### src/scrf_pkg.sv
// Package for the receive address, length and flow filter.
// Assumes a 32-bit register port with byte addresses and one clock domain.
package scrf_pkg;
  localparam logic [11:0] SCRF_OFF_ADDR    = 12'h138;
  localparam logic [11:0] SCRF_OFF_MASK    = 12'h13c;
  localparam logic [11:0] SCRF_OFF_LEN     = 12'h140;
  localparam logic [11:0] SCRF_OFF_FLOW    = 12'h144;
  localparam logic [11:0] SCRF_OFF_STATUS  = 12'h160;
  localparam logic [31:0] SCRF_RESET_VALUE = 32'h00000000;
  localparam int          SCRF_LEN_EN_BIT  = 15;
  localparam int          SCRF_POLARITY_BIT = 25;
  localparam logic [31:0] SCRF_LEN_MASK    = 32'h000087ff;
  localparam int          SCRF_LIMIT_SHIFT = 5;
  localparam logic [1:0]  SCRF_CHAR_LEN_8  = 2'h3;
  typedef enum logic [1:0] {SCRF_IDLE, SCRF_ADDR_HI, SCRF_ADDR_LO, SCRF_BODY} scrf_state_e;
endpackage

### src/scrf_filter.sv
// Receive-side filter: HDLC address match, command/response bit, length check, XON/XOFF detection.
// Assumes received bytes and characters arrive as one-cycle strobes from logic on the same clock.
`timescale 1ns/1ns
// Overview of operation
// - Report C/R bit per polarity setting.
// - 16-bit mode compares address 1 low byte.
// - 8-bit mode: address 1 low means command.
// - 8-bit mode: address 2 low means response.
// - Mask bit one forces that bit match.
// - Mask register holds four byte masks.
// - Length check off when enable bit clear.
// - Count every frame byte against limit.
// - Overlong frame is handled as abort.
// - Overlong frame also raises too-long event.
// - Status byte counts toward length.
// - Limit is (field plus one) times 32.
// - Only char-length low bits are compared.
// - Only clean, correctly framed characters qualify.
// - XON recognised on unmasked bit equality.
// - XON stored, event raised, transmitter resumed unless XOFF also matches.
// - XOFF stored, event raised, transmitter paused.
// - Flow mask bit one forces a match.
module scrf_filter
  import scrf_pkg::*;
(
  input  wire logic        clock,
  input  wire logic        reset,
  input  wire logic [11:0] reg_addr,
  input  wire logic [31:0] reg_wdata,
  input  wire logic        reg_write,
  input  wire logic        reg_read,
  output logic      [31:0] reg_rdata,
  input  wire logic        hdlc_mode,
  input  wire logic        addr_two_byte,
  input  wire logic        rx_frame_start,
  input  wire logic        rx_byte_valid,
  input  wire logic [7:0]  rx_byte,
  input  wire logic        rx_frame_end,
  input  wire logic        rx_line_abort,
  input  wire logic        async_mode,
  input  wire logic [1:0]  char_length_field,
  input  wire logic        rx_char_valid,
  input  wire logic [7:0]  rx_char,
  input  wire logic        rx_char_framing_ok,
  input  wire logic        parity_check_enable,
  input  wire logic        rx_char_parity_ok,
  input  wire logic        inband_flow_enable,
  input  wire logic        resume_irq_enable,
  input  wire logic        pause_irq_enable,
  input  wire logic        too_long_irq_enable,
  output logic             frame_accept,
  output logic             frame_reject,
  output logic             rx_cmd_resp_bit,
  output logic             rx_abort_event,
  output logic             frame_too_long_event,
  output logic             resume_event,
  output logic             pause_event,
  output logic             tx_paused,
  output logic             rx_fifo_write,
  output logic      [7:0]  rx_fifo_data
);
  import scrf_pkg::*;

  // Software-visible registers.
  logic [31:0] addr_r, mask_r, len_r, flow_r;
  scrf_state_e state_r;
  logic [15:0] count_r;
  logic        cmd_r, hit1_r, hit2_r, dropped_r;

  // Masked byte compare: a one in the mask always matches.
  function automatic logic byte_hit(input logic [7:0] rx, input logic [7:0] ref_b, input logic [7:0] msk);
    byte_hit = &(~(rx ^ ref_b) | msk);
  endfunction

  // Significant bits for the configured character length.
  function automatic logic [7:0] len_mask(input logic [1:0] char_len);
    len_mask = 8'hff >> (SCRF_CHAR_LEN_8 - char_len);
  endfunction

  // Register fields.
  wire logic [7:0] a1_hi = addr_r[31:24];
  wire logic [7:0] a1_lo = addr_r[23:16];
  wire logic [7:0] a2_hi = addr_r[15:8];
  wire logic [7:0] a2_lo = addr_r[7:0];
  wire logic [7:0] m2_hi = mask_r[31:24];
  wire logic [7:0] m2_lo = mask_r[23:16];
  wire logic [7:0] m1_hi = mask_r[15:8];
  wire logic [7:0] m1_lo = mask_r[7:0];
  wire logic       cmd_resp_polarity = addr_r[SCRF_POLARITY_BIT];
  wire logic       len_en = len_r[SCRF_LEN_EN_BIT];
  wire logic [15:0] limit = 16'((len_r[10:0] + 16'h1) << SCRF_LIMIT_SHIFT);

  // Address decode and write strobes.
  wire logic wr_addr = reg_write && reg_addr == SCRF_OFF_ADDR;
  wire logic wr_mask = reg_write && reg_addr == SCRF_OFF_MASK;
  wire logic wr_len  = reg_write && reg_addr == SCRF_OFF_LEN;
  wire logic wr_flow = reg_write && reg_addr == SCRF_OFF_FLOW;
  wire logic [31:0] status_word = {28'h0, tx_paused, dropped_r, hit2_r, hit1_r};
  wire logic [31:0] rd_nxt = (reg_addr == SCRF_OFF_ADDR)   ? addr_r :
                             (reg_addr == SCRF_OFF_MASK)   ? mask_r :
                             (reg_addr == SCRF_OFF_LEN)    ? len_r  :
                             (reg_addr == SCRF_OFF_FLOW)   ? flow_r :
                             (reg_addr == SCRF_OFF_STATUS) ? status_word : SCRF_RESET_VALUE;

  // Address byte comparisons. In 1-byte mode the high byte of address 1 is unused apart from bit 1, the C/R polarity bit.
  wire logic in_hi    = state_r == SCRF_ADDR_HI;
  wire logic in_lo    = state_r == SCRF_ADDR_LO;
  wire logic hi1_hit  = byte_hit({rx_byte[7:2], 1'b0, rx_byte[0]}, {a1_hi[7:2], 1'b0, a1_hi[0]}, m1_hi);
  wire logic hi2_hit  = byte_hit(rx_byte, a2_hi, m2_hi);
  wire logic lo1_hit  = byte_hit(rx_byte, a1_lo, m1_lo);
  wire logic lo2_hit  = byte_hit(rx_byte, a2_lo, m2_lo);
  wire logic addr_done = rx_byte_valid && in_lo;
  wire logic final1   = addr_two_byte ? hit1_r && lo1_hit : lo1_hit;
  wire logic final2   = addr_two_byte ? hit2_r && lo2_hit : lo2_hit;
  wire logic accept_now = addr_done && (final1 || final2);
  // C/R bit: with polarity one, command reads 0; polarity zero inverts.
  wire logic cr_raw   = addr_two_byte ? cmd_r : !lo1_hit;
  wire logic cr_nxt   = cmd_resp_polarity ? cr_raw : !cr_raw;

  // Length check counts each byte into the FIFO plus the status byte at frame end.
  wire logic in_frame = state_r != SCRF_IDLE && !dropped_r;
  wire logic counted  = in_frame && (rx_byte_valid || rx_frame_end);
  wire logic [15:0] count_nxt = count_r + 16'h1;
  wire logic overflow = hdlc_mode && len_en && counted && count_nxt > limit;

  // Character qualification and flow detection.
  wire logic [7:0] sig = len_mask(char_length_field);
  wire logic char_ok = async_mode && rx_char_valid && rx_char_framing_ok &&
                       (!parity_check_enable || rx_char_parity_ok);
  wire logic xon_hit  = char_ok && byte_hit(rx_char & sig, flow_r[31:24] & sig, flow_r[15:8] | ~sig);
  wire logic xoff_hit = char_ok && byte_hit(rx_char & sig, flow_r[23:16] & sig, flow_r[7:0] | ~sig);

  // Frame sequencer.
  wire logic byte_in = rx_byte_valid && hdlc_mode;
  scrf_state_e state_nxt;
  always_comb begin
    state_nxt = state_r;
    unique case (state_r)
      SCRF_IDLE:    if (rx_frame_start && hdlc_mode) state_nxt = addr_two_byte ? SCRF_ADDR_HI : SCRF_ADDR_LO;
      SCRF_ADDR_HI: if (byte_in) state_nxt = SCRF_ADDR_LO;
      SCRF_ADDR_LO: if (byte_in) state_nxt = SCRF_BODY;
      SCRF_BODY:    state_nxt = SCRF_BODY;
    endcase
    if (rx_frame_end || rx_line_abort) state_nxt = SCRF_IDLE;
  end

  // Register writes.
  always_ff @(posedge clock or posedge reset) begin
    if (reset) begin
      addr_r <= SCRF_RESET_VALUE;
      mask_r <= SCRF_RESET_VALUE;
      len_r  <= SCRF_RESET_VALUE;
      flow_r <= SCRF_RESET_VALUE;
      reg_rdata <= SCRF_RESET_VALUE;
    end else begin
      if (wr_addr) addr_r <= reg_wdata;
      if (wr_mask) mask_r <= reg_wdata;
      if (wr_len)  len_r  <= reg_wdata & SCRF_LEN_MASK;
      if (wr_flow) flow_r <= reg_wdata;
      reg_rdata <= reg_read ? rd_nxt : SCRF_RESET_VALUE;
    end
  end

  // Frame state, address results and length counter.
  always_ff @(posedge clock or posedge reset) begin
    if (reset) begin
      state_r <= SCRF_IDLE;
      count_r <= 16'h0;
      hit1_r <= 1'b0;
      hit2_r <= 1'b0;
      cmd_r <= 1'b0;
      dropped_r <= 1'b0;
    end else begin
      state_r <= state_nxt;
      if (rx_frame_start) begin
        count_r <= 16'h0;
        dropped_r <= 1'b0;
        hit1_r <= 1'b0;
        hit2_r <= 1'b0;
      end else if (counted) count_r <= count_nxt;
      if (overflow) dropped_r <= 1'b1;
      if (byte_in && in_hi) begin
        hit1_r <= hi1_hit;
        hit2_r <= hi2_hit;
        cmd_r <= rx_byte[1];
      end
      if (addr_done) begin
        hit1_r <= final1;
        hit2_r <= final2;
      end
    end
  end

  // Event pulses and frame results.
  always_ff @(posedge clock or posedge reset) begin
    if (reset) begin
      frame_accept <= 1'b0;
      frame_reject <= 1'b0;
      rx_cmd_resp_bit <= 1'b0;
      rx_abort_event <= 1'b0;
      frame_too_long_event <= 1'b0;
    end else begin
      frame_accept <= accept_now;
      frame_reject <= addr_done && !(final1 || final2);
      if (addr_done) rx_cmd_resp_bit <= cr_nxt;
      rx_abort_event <= overflow || (rx_line_abort && state_r != SCRF_IDLE && !dropped_r);
      frame_too_long_event <= overflow && too_long_irq_enable;
    end
  end

  // Character pass-through and flow state; recognised characters still go to the FIFO.
  always_ff @(posedge clock or posedge reset) begin
    if (reset) begin
      rx_fifo_write <= 1'b0;
      rx_fifo_data <= 8'h0;
      resume_event <= 1'b0;
      pause_event <= 1'b0;
      tx_paused <= 1'b0;
    end else begin
      rx_fifo_write <= (async_mode && rx_char_valid) || (in_frame && byte_in && !overflow);
      rx_fifo_data <= async_mode ? (rx_char & sig) : rx_byte;
      resume_event <= xon_hit && resume_irq_enable;
      pause_event <= xoff_hit && pause_irq_enable;
      if (!inband_flow_enable) tx_paused <= 1'b0;
      else if (xoff_hit) tx_paused <= 1'b1;
      else if (xon_hit) tx_paused <= 1'b0;
    end
  end
endmodule

### config.mk
export PLATFORM = sky130hd
export DESIGN_NAME = scrf_filter
export DESIGN_NICKNAME = d
export VERILOG_FILES = /design/src/scrf_pkg.sv /design/src/scrf_filter.sv
export SDC_FILE = /design/constraint.sdc
export NUM_CORES = 1
export LEC_CHECK = 0
export BUFFER_PORTS_ARGS = -buffer_cell sky130_fd_sc_hd__buf_2
export CORE_MARGIN = 2
export CORE_UTILIZATION = 58
export CTS_CLUSTER_SIZE = 24
export DETAILED_ROUTE_END_ITERATION = 8
export GPL_ROUTABILITY_DRIVEN = 0
export PLACE_DENSITY = 0.81
export SLEW_MARGIN = 10
export SYNTH_ARGS = -nofsm -noshare
export SYNTH_HDL_FRONTEND = slang
export SYNTH_SLANG_ARGS = --single-unit
### constraint.sdc
create_clock -name clock -period 7.5 [get_ports clock]
set_input_delay 1.5 -clock clock [delete_from_list [all_inputs] [get_ports clock]]
set_output_delay 1.5 -clock clock [all_outputs]
set_load 0.01 [all_outputs]
==> qor.yml <==
cts:
  cts.clk_slew.worst_paths_ps: 70
  cts_sinks: 179
  cts-buffers-inserted: 17
  ctsHoldBuffers: 0
  cts_htree_levels: 4
  clkLatencyLatePin_ps: 440
  cts_resized: 0
  cts_tree: "built"
  postCtsSetupRepairBufs: 0
  cts_root_buffer: "clkbuf_16"
  clk_path_buf_depth: 2
global_routing:
  grt_use_met2_pct: 47.6
  grt_max_degree: 120
  grt_pass1_wl_mm: 37.4
  grt.busiest_layer: "met2"
  use_met3_pct: 6.43
  grt_antenna_before_repair: 0
  grt_pass1_vias: 6825
  track_usage_pct: 30.0
  use_met1_pct: 40.0
  gr-total-overflow: 0
sta:
  tightest_slew_ps: 1240
  final-max-slew-violation-count: 0
  fin_skew_ps: 7.47
  max_freq_ghz: 0.281
  period_needed_ps: 3560
  setup_violations: 0
  rsz0062_at_grt: "false"
  setup_tns_ps: 0
  period_share_pct: 47.4
  relSlewSlack_pct: 16.6
  hold_viol: 0
critical_path:
  path_buf_inv: 3
  crit_path_max_incr_delay_ps: 420
  critPathLaunchType: "input port"
  end_kind: "flip-flop"
  ff2ff_path_depth: 11
  cp_max_fo: 29
  required_ps: 7820
  worst-setup-path-type: "input port to flip-flop"
  crit_family: "simple AND/OR/NAND/NOR gates"
  cp_num_cells: 8
  crit_chain: "buf_2, nor4b_4, nand3_1, nor2_2, buf_4, nand2_1, buf_4, mux2_1"
  arrival_ps: 3880
  crit_top_cell: "buf_4"
  crit_slowest_cell: "nand2_1"
logic_synthesis:
  postSynthCellCount: 728
  synthDistinctLibCells: 53
  synthArstFlopShare_pct: 100
  synth_area_leaders: "dfrtp_1 (50%), mux2_2 (9.9%), xnor2_1 (6.3%)"
  synth-edff-count: 0
  yosys.area.top_type: "dfrtp_1"
  synth.most_common_cell: "dfrtp_1"
  synth_area_mm2: 0.00890
  ys_seq_elements: 179
  synth.avg_cell_area_um2: 12.2
  synth_nets: 822
  synthTopCellsByCount: "dfrtp_1 (179), mux2_2 (78), xnor2_1 (64)"
  yosys_warnings: 0
  yosysSeqAreaShare_pct: 50.3
  yosysTopAreaCellShare_pct: 50.3
  synthFlopType: "dfrtp_1"
finish:
  n_antenna_cell: 0
  drive_gt1_share_pct: 33.9
  fin_cells: 1044
  fin_nets: 937
  syn2layout_area_growth_pct: 14.9
  fin_area_mm2: 0.0102
  fillCellCount: 1096
pwr:
  power.total_uw: 2020
  powerDensity_mw_per_mm2: 198
  peakVddDrop_mv: 0.157
  power_frac_comb_pct: 6.2
  power_frac_clock_pct: 45.3
  sw_frac_of_total_pct: 23.2
  pwr-share-seq_pct: 48.5
  switchingPower_uw: 468
  p_leak_uw: 0.00497
  p_int_uw: 1550
floorplanning:
  pin_count: 130
  start_util_pct: 59.0
  core-area_mm2: 0.0151
  rows: 45
  die_width_um: 128
  dieHeight_um: 128
  die_area_mm2: 0.0163
routing:
  dr.pass1.iters: 9
  drc: 0
  routedWlPerCell_um: 22.6
  wl_mm: 23.6
  drtIter0Drc: 823
  vias: 6650
  via_per_inst: 6.37
  ant_nets: 0
worst_hold_path:
  hold-path-cell-count: 1
  worstHoldPathType: "flip-flop to flip-flop"
run_status:
  status: "finished clean"
place:
  dp_hpwl_mm: 17.0
  placed_cells: 1012
  portBuffers: 129
  post_dp_cell_area_mm2: 0.00962
job:
  cap_viol_max_count: 0
area by class of cell:
class	count	area [um^2]	share of cell area [%]
clock buffers	19	443	4.33
clock inverters	13	159	1.55
inverters	12	50.0	0.490
multi-input cells	498	4170	40.8
flip-flops and latches	179	4480	43.8
well taps	188	235	2.30
repair buffers	135	691	6.76
worst register-to-register path, delay by kind of cell, from the launching register on:
| kind | cells | cell delay (ps) |
|---|---|---|
| simple gates | 5 | 1230 |
| compound gates | 3 | 920 |
| fa+ha+maj | 2 | 550 |
| flops | 1 | 410 |
| xor+xnor | 1 | 190 |
placed cells by master, fill, tap and decap left out, types with 8 or more instances in the layout:
cell and count:
nor2_1 26, a21oi_1 11, o21ai_0 11, o22ai_1 19, nor2b_1 30, buf_2 129
xor2_1 16, clkbuf_16 17, ha_1 13, mux2_2 78, a222oi_1 28, nand3_1 22
mux2_4 30, dfrtp_1 179, nand2_1 29, inv_1 11, nor3_1 17, xnor2_1 64
a22o_1 8
layer usage:
layer / wire [um] / up-vias
met1: 9760 / 3347
li1: - / 2895
met5: 0 / -
met2: 11300 / 352
met3: 1760 / 56
met4: 852 / 0
kinds of logic after synthesis:
kind of cell	count (synthesis)	share of synthesized area, %
simple gates	179	11.6
buf+inv	51	2.88
mux	118	16.1
compound gates	108	9.32
xor+xnor	80	7.88
flops	179	50.3
fa+ha+maj	13	1.83
registers in the layout, summed over array words and instances, names as in the netlist, 2 cells and up:
register	flops
addr_r	32
count_r	16
flow_r	32
len_r	12
mask_r	32
reg_rdata	32
rx_fifo_data	8
state_r	2
power by group through the flow:
stage / Combinational [uW] / Sequential [uW] / Clock (uW)
final: 125 / 981 / 914
after global routing: 137 / 981 / 963
after CTS: 125 / 981 / 917
after detailed placement: 125 / 998 / 0
after global placement: 120 / 998 / 0
after floorplan: 63.9 / 1000 / 0
stage by stage:
step           setup WS (ps)  hold slack [ps]  util [%]
2_1_floorplan           1140              467         -
3_3_place_gp            3620              488      63.8
3_5_place_dp            3520              505      63.8
4_1_cts                 3970              525      67.8
5_1_grt                 3670              549      67.8
6_report                3940              526      67.8
path summary, 6_finish.rpt:
kind	from	endpoint	slack, ps
max in group asynchronous	reset	len_r[1]$_DFFE_PP0P_	4830
max	reg_addr[9]	addr_r[29]$_DFFE_PP0P_	3940
max reg2reg	count_r[0]$_DFFE_PP0P_	rx_fifo_write$_DFF_PP0_	4030
min in group asynchronous	reset	state_r[1]$_DFFE_PP0P_	1310
min	dropped_r$_DFFE_PP0P_	dropped_r$_DFFE_PP0P_	530
min reg2reg	dropped_r$_DFFE_PP0P_	dropped_r$_DFFE_PP0P_	530
(Power assumes the default switching activity.)
